===== src/pkg/phy_regs_params.svh =====
`ifndef PHY_REGS_PARAMS_SVH
`define PHY_REGS_PARAMS_SVH

// ==========================================================================
// Register addresses on the management port
`define ADDR_PHY_CTRL 5'h10
`define ADDR_LINK_STATUS 5'h11
`define ADDR_EVENT_ENABLE 5'h12
`define ADDR_EVENT_STATUS 5'h13

// ==========================================================================
// Link status register fields
`define ST_SPEED_HI 15
`define ST_SPEED_LO 14
`define ST_DUPLEX 13
`define ST_PAGE 12
`define ST_RESOLVED 11
`define ST_LINK 10
`define ST_XOVER 6
`define ST_DOWNGRADE 5
`define ST_TX_PAUSE 3
`define ST_RX_PAUSE 2
`define ST_POLARITY 1
`define ST_JABBER 0

// ==========================================================================
// Event enable and event status layout (shared)
`define EV_NEG_ERROR 15
`define EV_RATE 14
`define EV_DUPLEX 13
`define EV_PAGE 12
`define EV_LINK_FAIL 11
`define EV_LINK_UP 10
`define EV_WAKE 6
`define EV_DOWNGRADE 5
`define EV_POLARITY 1
`define EV_BABBLE 0
`define EVENT_ENABLE_MASK 16'hFC63
`define EVENT_ENABLE_RESET 16'h0000

// ==========================================================================
// Control register: crossover mode field and writable bits
`define CTRL_XOVER_HI 6
`define CTRL_XOVER_LO 5
`define CTRL_WRITE_MASK 16'h007F
`define CTRL_RESET 16'h0062
`define XOVER_AUTO 2'h3
`define XOVER_CROSSED 2'h1
`define XOVER_STRAIGHT 2'h0

`define WORD_ZERO 16'h0000

`endif


===== src/pkg/phy_regs_pkg.sv =====
package phy_regs_pkg;

    // Resolved line state, driven by the PHY core on mclk
    typedef struct packed {
        logic [1:0] speed;
        logic full_duplex;
        logic link_up;
        logic an_enabled;
        logic an_complete;
        logic mdix_detect;
        logic tx_pause_res;
        logic rx_pause_res;
        logic polarity_rev;
        logic jabber;
        logic downgrade;
    } phy_state_t;

    // One-cycle event pulses from the PHY core
    typedef struct packed {
        logic page_rx;
        logic neg_error;
        logic wake_frame;
    } phy_pulse_t;

    // Management request, one cycle per access
    typedef struct packed {
        logic rd;
        logic wr;
        logic [4:0] addr;
        logic [15:0] wdata;
    } mgmt_req_t;

    typedef enum logic [1:0] {
        XMODE_STRAIGHT,
        XMODE_CROSSED,
        XMODE_AUTO
    } xover_sel_t;

endpackage : phy_regs_pkg


===== src/hw/phy_status_regs.sv =====
`timescale 1ns/100ps
`default_nettype none

`include "phy_regs_params.svh"

module phy_status_regs
    import phy_regs_pkg::*;
(
    input wire logic mclk,
    input wire logic srst,
    input wire logic soft_reset,
    input wire phy_state_t line_state,
    input wire phy_pulse_t line_pulse,
    input wire mgmt_req_t mgmt_req,
    output logic [15:0] mgmt_rdata,
    output logic mgmt_rvalid,
    output logic event_pending,
    output logic mdix_select
);

    // ======================================================================
    // Access decode
    logic rd_ctrl;
    logic rd_status;
    logic rd_enable;
    logic rd_events;
    logic wr_ctrl;
    logic wr_enable;

    always_comb begin
        rd_ctrl = 1'b0;
        rd_status = 1'b0;
        rd_enable = 1'b0;
        rd_events = 1'b0;
        wr_ctrl = 1'b0;
        wr_enable = 1'b0;
        if (mgmt_req.addr == `ADDR_PHY_CTRL) begin
            rd_ctrl = mgmt_req.rd;
            wr_ctrl = mgmt_req.wr;
        end else if (mgmt_req.addr == `ADDR_LINK_STATUS) begin
            rd_status = mgmt_req.rd;
        end else if (mgmt_req.addr == `ADDR_EVENT_ENABLE) begin
            rd_enable = mgmt_req.rd;
            wr_enable = mgmt_req.wr;
        end else if (mgmt_req.addr == `ADDR_EVENT_STATUS) begin
            rd_events = mgmt_req.rd;
        end
    end

    // ======================================================================
    // Control register and the active crossover mode
    logic [15:0] ctrl_reg;
    logic [15:0] ctrl_next;
    xover_sel_t xmode_reg;
    xover_sel_t xmode_next;
    logic [1:0] mode_field;

    assign mode_field = ctrl_reg[`CTRL_XOVER_HI:`CTRL_XOVER_LO];

    always_comb begin
        ctrl_next = ctrl_reg;
        xmode_next = xmode_reg;
        if (wr_ctrl) begin
            ctrl_next = mgmt_req.wdata & `CTRL_WRITE_MASK;
        end
        // Written mode stays dormant until the next soft reset, so a
        // half-written setup never switches the wiring mid-link
        if (soft_reset) begin
            case (mode_field)
                `XOVER_CROSSED: xmode_next = XMODE_CROSSED;
                `XOVER_STRAIGHT: xmode_next = XMODE_STRAIGHT;
                // Reserved code falls back to automatic
                default: xmode_next = XMODE_AUTO;
            endcase
        end
    end

    always_ff @(posedge mclk) begin
        if (srst) begin
            ctrl_reg <= `CTRL_RESET;
            xmode_reg <= XMODE_AUTO;
        end else begin
            ctrl_reg <= ctrl_next;
            xmode_reg <= xmode_next;
        end
    end

    // ======================================================================
    // Resolution and crossover state
    // Crossover is reported whatever the resolution state; software
    // has to qualify it with the resolved flag itself
    logic resolved;
    logic crossed;
    logic forced;

    always_comb begin
        forced = ~line_state.an_enabled;
        resolved = line_state.an_complete | forced;
        case (xmode_reg)
            XMODE_CROSSED: crossed = 1'b1;
            XMODE_STRAIGHT: crossed = 1'b0;
            default: crossed = line_state.mdix_detect;
        endcase
    end

    // ======================================================================
    // Page-received latch, cleared by a status read
    // A page arriving in the reading cycle stays latched for the next read
    logic [0:0] page_flag;

    sticky_flags #(
        .WIDTH(1)
    ) page_latch (
        .mclk(mclk),
        .srst(srst),
        .set_vec(line_pulse.page_rx),
        .clear(rd_status),
        .flags(page_flag)
    );

    // ======================================================================
    // Link status word
    logic [15:0] status_word;

    always_comb begin
        status_word = `WORD_ZERO;
        status_word[`ST_SPEED_HI:`ST_SPEED_LO] = line_state.speed;
        status_word[`ST_DUPLEX] = line_state.full_duplex;
        status_word[`ST_PAGE] = page_flag[0];
        status_word[`ST_RESOLVED] = resolved;
        status_word[`ST_LINK] = line_state.link_up;
        status_word[`ST_XOVER] = crossed;
        status_word[`ST_DOWNGRADE] = line_state.downgrade;
        // Pause results are informational; nothing here consumes them
        status_word[`ST_TX_PAUSE] = line_state.tx_pause_res
            & line_state.an_enabled;
        status_word[`ST_RX_PAUSE] = line_state.rx_pause_res
            & line_state.an_enabled & resolved;
        status_word[`ST_POLARITY] = line_state.polarity_rev;
        status_word[`ST_JABBER] = line_state.jabber;
    end

    // ======================================================================
    // Previous line state, for change detection
    logic [1:0] speed_prev_reg;
    logic duplex_prev_reg;
    logic link_prev_reg;
    logic pol_prev_reg;
    logic babble_prev_reg;
    logic dgrade_prev_reg;
    logic [1:0] speed_prev_next;
    logic duplex_prev_next;
    logic link_prev_next;
    logic pol_prev_next;
    logic babble_prev_next;
    logic dgrade_prev_next;

    always_comb begin
        speed_prev_next = line_state.speed;
        duplex_prev_next = line_state.full_duplex;
        link_prev_next = line_state.link_up;
        pol_prev_next = line_state.polarity_rev;
        babble_prev_next = line_state.jabber;
        dgrade_prev_next = line_state.downgrade;
    end

    // Reset values match the reset state of the line, so leaving reset
    // on a quiet line raises no spurious change event
    always_ff @(posedge mclk) begin
        if (srst) begin
            speed_prev_reg <= 2'h0;
            duplex_prev_reg <= 1'b0;
            link_prev_reg <= 1'b0;
            pol_prev_reg <= 1'b0;
            babble_prev_reg <= 1'b0;
            dgrade_prev_reg <= 1'b0;
        end else begin
            speed_prev_reg <= speed_prev_next;
            duplex_prev_reg <= duplex_prev_next;
            link_prev_reg <= link_prev_next;
            pol_prev_reg <= pol_prev_next;
            babble_prev_reg <= babble_prev_next;
            dgrade_prev_reg <= dgrade_prev_next;
        end
    end

    // ======================================================================
    // Event vector, laid out as the enable register
    logic [15:0] event_set;

    always_comb begin
        event_set = `WORD_ZERO;
        event_set[`EV_NEG_ERROR] = line_pulse.neg_error;
        event_set[`EV_RATE] = line_state.speed != speed_prev_reg;
        event_set[`EV_DUPLEX] = line_state.full_duplex ^ duplex_prev_reg;
        event_set[`EV_PAGE] = line_pulse.page_rx;
        event_set[`EV_LINK_FAIL] = link_prev_reg & ~line_state.link_up;
        event_set[`EV_LINK_UP] = ~link_prev_reg & line_state.link_up;
        event_set[`EV_WAKE] = line_pulse.wake_frame;
        event_set[`EV_DOWNGRADE] = line_state.downgrade & ~dgrade_prev_reg;
        event_set[`EV_POLARITY] = line_state.polarity_rev ^ pol_prev_reg;
        event_set[`EV_BABBLE] = line_state.jabber & ~babble_prev_reg;
    end

    // Every event is recorded whatever its enable; the enable only
    // decides whether it reaches the pending output
    logic [15:0] event_flags;

    sticky_flags #(
        .WIDTH(16)
    ) event_latch (
        .mclk(mclk),
        .srst(srst),
        .set_vec(event_set),
        .clear(rd_events),
        .flags(event_flags)
    );

    // ======================================================================
    // Event enable register
    logic [15:0] enable_reg;
    logic [15:0] enable_next;

    always_comb begin
        enable_next = enable_reg;
        if (wr_enable) begin
            // Reserved positions never store a one
            enable_next = mgmt_req.wdata & `EVENT_ENABLE_MASK;
        end
    end

    always_ff @(posedge mclk) begin
        if (srst) begin
            enable_reg <= `EVENT_ENABLE_RESET;
        end else begin
            enable_reg <= enable_next;
        end
    end

    // ======================================================================
    // Gating of recorded events onto the pending output
    logic [15:0] gated;

    always_comb begin
        gated = `WORD_ZERO;
        gated[`EV_NEG_ERROR] = event_flags[`EV_NEG_ERROR]
            & enable_reg[`EV_NEG_ERROR];
        gated[`EV_RATE] = event_flags[`EV_RATE]
            & enable_reg[`EV_RATE];
        gated[`EV_DUPLEX] = event_flags[`EV_DUPLEX]
            & enable_reg[`EV_DUPLEX];
        gated[`EV_PAGE] = event_flags[`EV_PAGE]
            & enable_reg[`EV_PAGE];
        gated[`EV_LINK_FAIL] = event_flags[`EV_LINK_FAIL]
            & enable_reg[`EV_LINK_FAIL];
        gated[`EV_LINK_UP] = event_flags[`EV_LINK_UP]
            & enable_reg[`EV_LINK_UP];
        gated[`EV_WAKE] = event_flags[`EV_WAKE]
            & enable_reg[`EV_WAKE];
        gated[`EV_DOWNGRADE] = event_flags[`EV_DOWNGRADE]
            & enable_reg[`EV_DOWNGRADE];
        gated[`EV_POLARITY] = event_flags[`EV_POLARITY]
            & enable_reg[`EV_POLARITY];
        gated[`EV_BABBLE] = event_flags[`EV_BABBLE]
            & enable_reg[`EV_BABBLE];
    end

    // ======================================================================
    // Read data and registered outputs
    logic [15:0] rdata_reg;
    logic [15:0] rdata_next;
    logic rvalid_reg;
    logic rvalid_next;
    logic pending_reg;
    logic pending_next;
    logic mdix_reg;
    logic mdix_next;

    // Read data holds until the next read, so a slow host loses nothing
    always_comb begin
        rdata_next = rdata_reg;
        rvalid_next = mgmt_req.rd;
        if (mgmt_req.rd) begin
            // Unmapped addresses answer with zero
            rdata_next = `WORD_ZERO;
            if (rd_ctrl) begin
                rdata_next = ctrl_reg;
            end else if (rd_status) begin
                rdata_next = status_word;
            end else if (rd_enable) begin
                rdata_next = enable_reg;
            end else if (rd_events) begin
                rdata_next = event_flags;
            end
        end
        pending_next = |gated;
        mdix_next = crossed;
    end

    always_ff @(posedge mclk) begin
        if (srst) begin
            rdata_reg <= `WORD_ZERO;
            rvalid_reg <= 1'b0;
            pending_reg <= 1'b0;
            mdix_reg <= 1'b0;
        end else begin
            rdata_reg <= rdata_next;
            rvalid_reg <= rvalid_next;
            pending_reg <= pending_next;
            mdix_reg <= mdix_next;
        end
    end

    assign mgmt_rdata = rdata_reg;
    assign mgmt_rvalid = rvalid_reg;
    assign event_pending = pending_reg;
    assign mdix_select = mdix_reg;

endmodule : phy_status_regs

`default_nettype wire


===== src/hw/sticky_flags.sv =====
`timescale 1ns/100ps
`default_nettype none

// ==========================================================================
// Sticky flags: set by hardware, cleared as a group by a read.
// A set in the clearing cycle survives so no event is lost.
module sticky_flags #(
    parameter int WIDTH = 16
) (
    input wire logic mclk,
    input wire logic srst,
    input wire logic [WIDTH-1:0] set_vec,
    input wire logic clear,
    output logic [WIDTH-1:0] flags
);

    logic [WIDTH-1:0] flags_reg;
    logic [WIDTH-1:0] flags_next;

    always_comb begin
        if (clear) begin
            flags_next = set_vec;
        end else begin
            flags_next = flags_reg | set_vec;
        end
    end

    always_ff @(posedge mclk) begin
        if (srst) begin
            flags_reg <= '0;
        end else begin
            flags_reg <= flags_next;
        end
    end

    assign flags = flags_reg;

endmodule : sticky_flags

`default_nettype wire


===== config.mk =====
export PLATFORM = sky130hd
export DESIGN_NAME = phy_status_regs
export DESIGN_NICKNAME = d
export VERILOG_FILES = /design/src/pkg/phy_regs_pkg.sv /design/src/hw/phy_status_regs.sv /design/src/hw/sticky_flags.sv
export VERILOG_INCLUDE_DIRS = /design/src /design/src/pkg
export SDC_FILE = /design/constraint.sdc
export NUM_CORES = 1
export LEC_CHECK = 0
export BUFFER_PORTS_ARGS = -buffer_cell sky130_fd_sc_hd__buf_2
export CAP_MARGIN = 10
export CORE_UTILIZATION = 45
export CTS_CLUSTER_SIZE = 30
export DETAILED_ROUTE_END_ITERATION = 7
export GPL_ROUTABILITY_DRIVEN = 0
export HOLD_SLACK_MARGIN = 0.08
export PLACE_DENSITY = 0.77
export RECOVER_POWER = 50
export SETUP_SLACK_MARGIN = 0.02
export SLEW_MARGIN = 20
export SYNTH_ARGS = -nofsm -noshare
export SYNTH_HDL_FRONTEND = slang
export SYNTH_SLANG_ARGS = --single-unit

===== constraint.sdc =====
create_clock -name mclk -period 2.7 [get_ports mclk]
set_clock_uncertainty 0.05 [all_clocks]
set_input_delay 0.405 -clock mclk [delete_from_list [all_inputs] [get_ports mclk]]
set_output_delay 0.405 -clock mclk [all_outputs]
set_load 0.005 [all_outputs]

==> results of run 1 <==
## layer usage
layer / track usage / vias to the layer above / routed length (um)
met5: 0 / - / 0
met4: 0.0689 / 0 / 34
met3: 0.0556 / 4 / 314
met1: 0.268 / 799 / 2160
met2: 0.294 / 68 / 2120
li1: - / 899 / -
## cells by family (layout without fill, tap and decap cells)
logic type,Yosys count,after routing,synth area share
and+or+nand+nor,78,78,0.187
DFF,53,53,0.496
AOI/OAI and AO/OA,51,51,0.157
buffers and inverters,24,74,0.0550
muxes,17,17,0.0872
xor gates and xnor gates,4,4,0.0164
other,1,3,0.00175
## cells in the mapped netlist, drive strengths merged (8+ instances only)
master / n
dfxtp: 53
nor2: 27
mux2i: 16
o21ai: 13
nand2: 11
inv: 10
a21oi: 9
nand3: 9
nor2b: 9
clkbuf: 8
nor3: 8
## cell usage in the layout (no fill, tap or decap), types with 2 or more instances in the layout
cell	instances
dfxtp_1	53
buf_2	48
nor2_1	27
mux2i_1	16
o21ai_0	13
nand2_1	11
inv_1	10
nor2b_1	9
nand3_1	9
a21oi_1	9
clkbuf_1	7
a22o_1	6
o22ai_1	6
nor3_1	6
a22oi_1	6
clkbuf_8	6
nand2b_1	5
conb_1	3
xnor2_1	2
nor3b_1	2
o31ai_1	2
a221oi_1	2
a31oi_1	2
or3_1	2
xor2_1	2
buf_4	2
## worst max-delay path: stages
cell      delay [ns]
clkbuf_1        0.16
clkbuf_1        1.25
nor2b_1         0.15
a22o_1          0.25
## how the worst max path moves through the flow
| stage | from | to | slack [ns] | cells after the start |
|---|---|---|---|---|
| after floorplan | mgmt_req[17] | ctrl_reg[0]$_SDFFE_PP0P_ | 0.76 | 6 |
| after global placement | mgmt_req[17] | ctrl_reg[2]$_SDFFE_PP0P_ | 0.57 | 5 |
| after detailed placement | mgmt_req[17] | ctrl_reg[3]$_SDFFE_PP0P_ | 0.54 | 5 |
| after CTS | mgmt_req[17] | ctrl_reg[2]$_SDFFE_PP0P_ | 0.88 | 5 |
| after global routing | srst | event_latch.flags[5]$_SDFF_PP0_ | 0.47 | 4 |
| final | srst | event_latch.flags[0]$_SDFF_PP0_ | 0.63 | 4 |
## final cells by class
type	instances	area (um2)
Fill cell	404	1940
Sequential cell	53	1060
Multi-Input combinational cell	153	972
Timing Repair Buffer	56	278
Clock buffer	7	86.3
Tap cell	52	65.1
Inverter	10	37.5
Clock inverter	1	30.0
## power breakdown
| part | switching, mW | internal (mW) |
|---|---|---|
| Clock | 0.258 | 0.303 |
| Combinational | 0.0683 | 0.0561 |
| Sequential | 0.0191 | 0.810 |
==> impl_results.md, run 1 <==
- Root Buffer: clkbuf_8
- FF-to-FF path depth: 2
- N_diodes: 0
- # hold bufs at CTS: 0
- Reg clk slew, reported paths: 0.09 ns
- Die W: 70.9 um
- Pre-CTS setup slack: 0.540 ns
- Reg2reg start: ctrl_reg[5]$_SDFFE_PP1P_
- Mapped Area: 2140 um2
- Slew Limit Fails: 43
- Detailed router's first-iteration violation count: 120
- Reg-to-reg endpoint: mgmt_rdata[5]$_SDFFE_PP0P_
- Avg Inst Size Synth: 9.38 um2
- Reg-to-reg slack, setup: 1.44 ns
- Setup Buffers After CTS: 0
- Min-Delay Path Depth: 2
- Synth Warn #: 0
- Grt total ovfl: 0
- Hpwl dp: 3320 um
- Starting Density: 0.478
- Post-route setup TNS: 0 ns
- CTS H-tree lvls: 2
- Via count: 1770
- Core Region: 4470 um2
- Final setup viols: 0
- Status: finished, violations left
- Final min period: 2.07 ns
- Cell taking the most area after synthesis: dfxtp_1
- # IOs: 60
- Share of cells above drive strength 1: 0.218
- Clk_lat worst skew: 0.31 ns
- First-pass GRT wire length: 7520 um
- CP Capture Type: flop
- Initial antenna violation count: 0
- CTS Buffer Depth: 2
- Period Utilization, post-route: 0.766
- Pwr Density: 599 nW/um2
- Total power draw: 1.51 mW
- Synth top area share: 0.496
- Final Util: 0.565
- Dominant synthesized flop cell: dfxtp_1
- Die Span Y: 70.9 um
- Maximum VDD drop: 0.000299 V
- Hold_sp: line_state[8]
- Post-DP Area: 2420 um2
- Port Buffer Count: 53
- Post-Syn Instances: 228
- Seq cells post-synth: 53
- WHS: 0.254 ns
- Row count: 24
- RSZ-0062 raised after global routing: no
- Per-cell routed wire length: 13.9 um
- Post-cts resize count: 0
- Setup WS post-layout: 0.633 ns
- Largest net degree at the start of global routing: 43
- Netlist cell types: 38
- Crit start category: input port
- CP required: 2.86 ns
- CTS tree: done
- Antenna-violating nets left: 0
- WP data arrival: 2.23 ns
- GRT Total Usage: 0.195
- Design area: 2530 um2
- Full die area: 5030 um2
- Slew headroom: -0.129
- Via count of the first global-routing pass: 1620
- TritonCTS Buffers: 5
- Layout Cells excl Fill: 332
- Hold Fails Final Rpt: 0
- Area Growth Syn to Fin: 18.3%
- Worst hold path endpoint: event_latch.flags[11]$_SDFF_PP0_
- Routed vias/inst: 5.33
- Critical Path Fanout Max: 42
- Failing checks: DRC, capacitance limit, slew limit
- Number of flops mapped to enable cells by yosys: 0
- Kind of critical path: input port to flop
- Drt drc: 10
- Nets: 320
- Worst slew pin tran: 1.69 ns
- Hold Path Class: input port to flop
- Post-synthesis async set-or-reset flop share: 0
- Pre-antenna DRT Iters: 8
- Area contributors post-synth: dfxtp_1 50%, mux2i_1 7.5%, nor2_1 4.7%
- Sequential-to-total area share from yosys stat: 0.496
- Fmax achieved: 484 MHz
- DP Cell Count: 324
- Largest register FFs: 13
- Leakage: 1.04 nW
- Max-Cap Viols: 1
- CTS sink cnt: 53
- Post-Route WL: 4630 um
No activity file was read; power rests on OpenSTA's default activity.
==> inputs of run 2 (changes only) <==
--- a/config.mk
+++ b/config.mk
@@ -13,7 +13,7 @@
 export DETAILED_ROUTE_END_ITERATION = 7
 export GPL_ROUTABILITY_DRIVEN = 0
 export HOLD_SLACK_MARGIN = 0.08
-export PLACE_DENSITY = 0.77
+export PLACE_DENSITY = 0.8
 export RECOVER_POWER = 50
 export SETUP_SLACK_MARGIN = 0.02
 export SLEW_MARGIN = 20
==> constraint.sdc (replaced) <==
create_clock -name mclk -period 1.9 [get_ports mclk]
set_clock_uncertainty 0.05 [all_clocks]
set_input_delay 0.285 -clock mclk [delete_from_list [all_inputs] [get_ports mclk]]
set_output_delay 0.285 -clock mclk [all_outputs]
set_load 0.005 [all_outputs]
==> run 2 against run 1 <==
  * The run ends with DRC left
  * Largest power group unchanged
  * Critical path depth is 2 higher
  * Global-route usage is 1.7 points higher
  * Cell area is 2.2% higher
  * Cell count is 2.1% higher
  * Wire length is 5.9% higher
==> impl_results.md, run 2 (synthesized netlist as in run 1, its figures left out) <==
- CP Capture Type: flop (unchanged)
- CTS Buffer Depth: 2 (unchanged)
- Pwr Density: 813 nW/um2 (was 599 nW/um2)
- N_diodes: 0 (unchanged)
- Root Buffer: clkbuf_8 (unchanged)
- Nets: 328 (was 320)
- Clk_lat worst skew: 0.31 ns (about the same)
- Drt drc: 12 (was 10)
- Initial antenna violation count: 0 (unchanged)
- Share of cells above drive strength 1: 0.244 (was 0.218)
- Pre-antenna DRT Iters: 6 (was 8)
- Row count: 24 (unchanged)
- RSZ-0062 raised after global routing: no (unchanged)
- Final min period: 1.48 ns
- Core Region: 4470 um2 (unchanged)
- Hold Fails Final Rpt: 0 (unchanged)
- Post-cts resize count: 0 (unchanged)
- Post-Route WL: 4900 um (was 4630 um)
- Full die area: 5030 um2 (unchanged)
- Failing checks: DRC (was DRC, capacitance limit, slew limit)
- Max-Cap Viols: 0 (was 1)
- Hpwl dp: 3530 um (was 3320 um)
- CTS sink cnt: 53 (unchanged)
- Routed vias/inst: 5.45 (was 5.33)
- Grt total ovfl: 0 (unchanged)
- Leakage: 1.08 nW (was 1.04 nW)
- # hold bufs at CTS: 0 (unchanged)
- Post-route setup TNS: 0 ns (unchanged)
- Slew Limit Fails: 0 (was 43)
- Kind of critical path: input port to flop (unchanged)
- Crit start category: input port (unchanged)
- TritonCTS Buffers: 5 (unchanged)
- Via count: 1847 (was 1770)
- CTS H-tree lvls: 2 (unchanged)
- Port Buffer Count: 53 (unchanged)
- Detailed router's first-iteration violation count: 131 (was 120)
- CTS tree: done (unchanged)
- Die Span Y: 70.9 um (unchanged)
- Largest net degree at the start of global routing: 43 (unchanged)
- Via count of the first global-routing pass: 1801 (was 1620)
- Reg clk slew, reported paths: 0.09 ns (about the same)
- Largest register FFs: 13 (unchanged)
- CP required: 2.09 ns (was 2.86 ns)
- Die W: 70.9 um (unchanged)
- Period Utilization, post-route: 0.782
- Final setup viols: 0 (unchanged)
- WHS: 0.152 ns (was 0.254 ns)
- Area Growth Syn to Fin: 20.9% (was 18.3%)
- Setup Buffers After CTS: 0 (unchanged)
- Antenna-violating nets left: 0 (unchanged)
- Starting Density: 0.478 (unchanged)
- # IOs: 60 (unchanged)
- WP data arrival: 1.67 ns (was 2.23 ns)
- Worst slew pin tran: 0.794 ns (was 1.69 ns)
- First-pass GRT wire length: 8180 um (was 7520 um)
- Total power draw: 2.10 mW (was 1.51 mW)
- Per-cell routed wire length: 14.5 um (was 13.9 um)
- Fmax achieved: 673 MHz
- Hold Path Class: input port to flop (unchanged)
- Critical Path Fanout Max: 6 (was 42)
- Highest-count cells in the layout ignoring fill and taps: 53 x dfxtp_1, 50 x buf_2, 27 x nor2_1 (was 53 x dfxtp_1, 48 x buf_2, 27 x nor2_1)
- GRT Total Usage: 0.212 (was 0.195)
- Slew headroom: 0.470 (was -0.129)
- Status: finished, violations left (unchanged)
- Commonest non-fill, non-tap cell in the layout: dfxtp_1 (unchanged)
- Maximum VDD drop: 0.000354 V (was 0.000299 V)
## run 2: cell types whose count changed in the layout (fill, tap and decap cells not counted)
cell and delta:
buf_2 +2, buf_12 +1, clkbuf_2 +1, clkbuf_1 -2, clkbuf_8 -1, buf_4 +5, clkinv_2 +1
## run 2: report_power, final
group / internal (mW) / total, mW / switching [mW]
combinational: 0.0864 / 0.187 / 0.101
clock: 0.383 / 0.738 / 0.354
sequential: 1.15 / 1.18 / 0.0272
total: 1.62 / 2.10 / 0.482
## run 2: critical path, cell delays in order
cell	delay (ns)
buf_2	0.10
or4b_4	0.60
nor3_4	0.29
buf_4	0.21
nor3_1	0.05
a21oi_1	0.14
## run 2: cell type report
type                            instances  area [um2]
Clock inverter                          2        35.0
Sequential cell                        53        1060
Multi-Input combinational cell        153         972
Inverter                               10        37.5
Clock buffer                            5        68.8
Timing Repair Buffer                   64         347
Tap cell                               52        65.1
Fill cell                             395        1890
## run 2: stage by stage
step / util / setup WS [ns] / area, um2 / instances
final: 0.578 / 0.415 / 2590 / 339
after global routing: 0.578 / 0.289 / 2590 / 339
after CTS: 0.581 / 0.432 / 2600 / 339
after detailed placement: 0.558 / 0.120 / 2500 / 332
after global placement: 0.558 / 0.142 / 2500 / 332
after floorplan: - / 0.0799 / 2150 / 230
## run 2: layer usage
metal	share of wire	track usage	wire, um	up-vias
met5	0	0	0	-
met4	0.024	0.0867	116	0
met3	0.052	0.0527	254	11
met2	0.49	0.347	2380	53
met1	0.44	0.267	2150	869
li1	-	-	-	914
## run 2: path summary, 6_finish.rpt
path                                   from                          endpoint  slack (ns)  cells after the start
setup / recovery               mgmt_req[17]          ctrl_reg[6]$_SDFFE_PP1P_        0.42                      6
hold / removal                line_state[8]  event_latch.flags[11]$_SDFF_PP0_        0.15                      2
setup reg to reg   ctrl_reg[5]$_SDFFE_PP1P_        mgmt_rdata[5]$_SDFFE_PP0P_        0.64                      2
hold reg to reg   xmode_reg[0]$_SDFFE_PP0P_         xmode_reg[0]$_SDFFE_PP0P_        0.42                      2
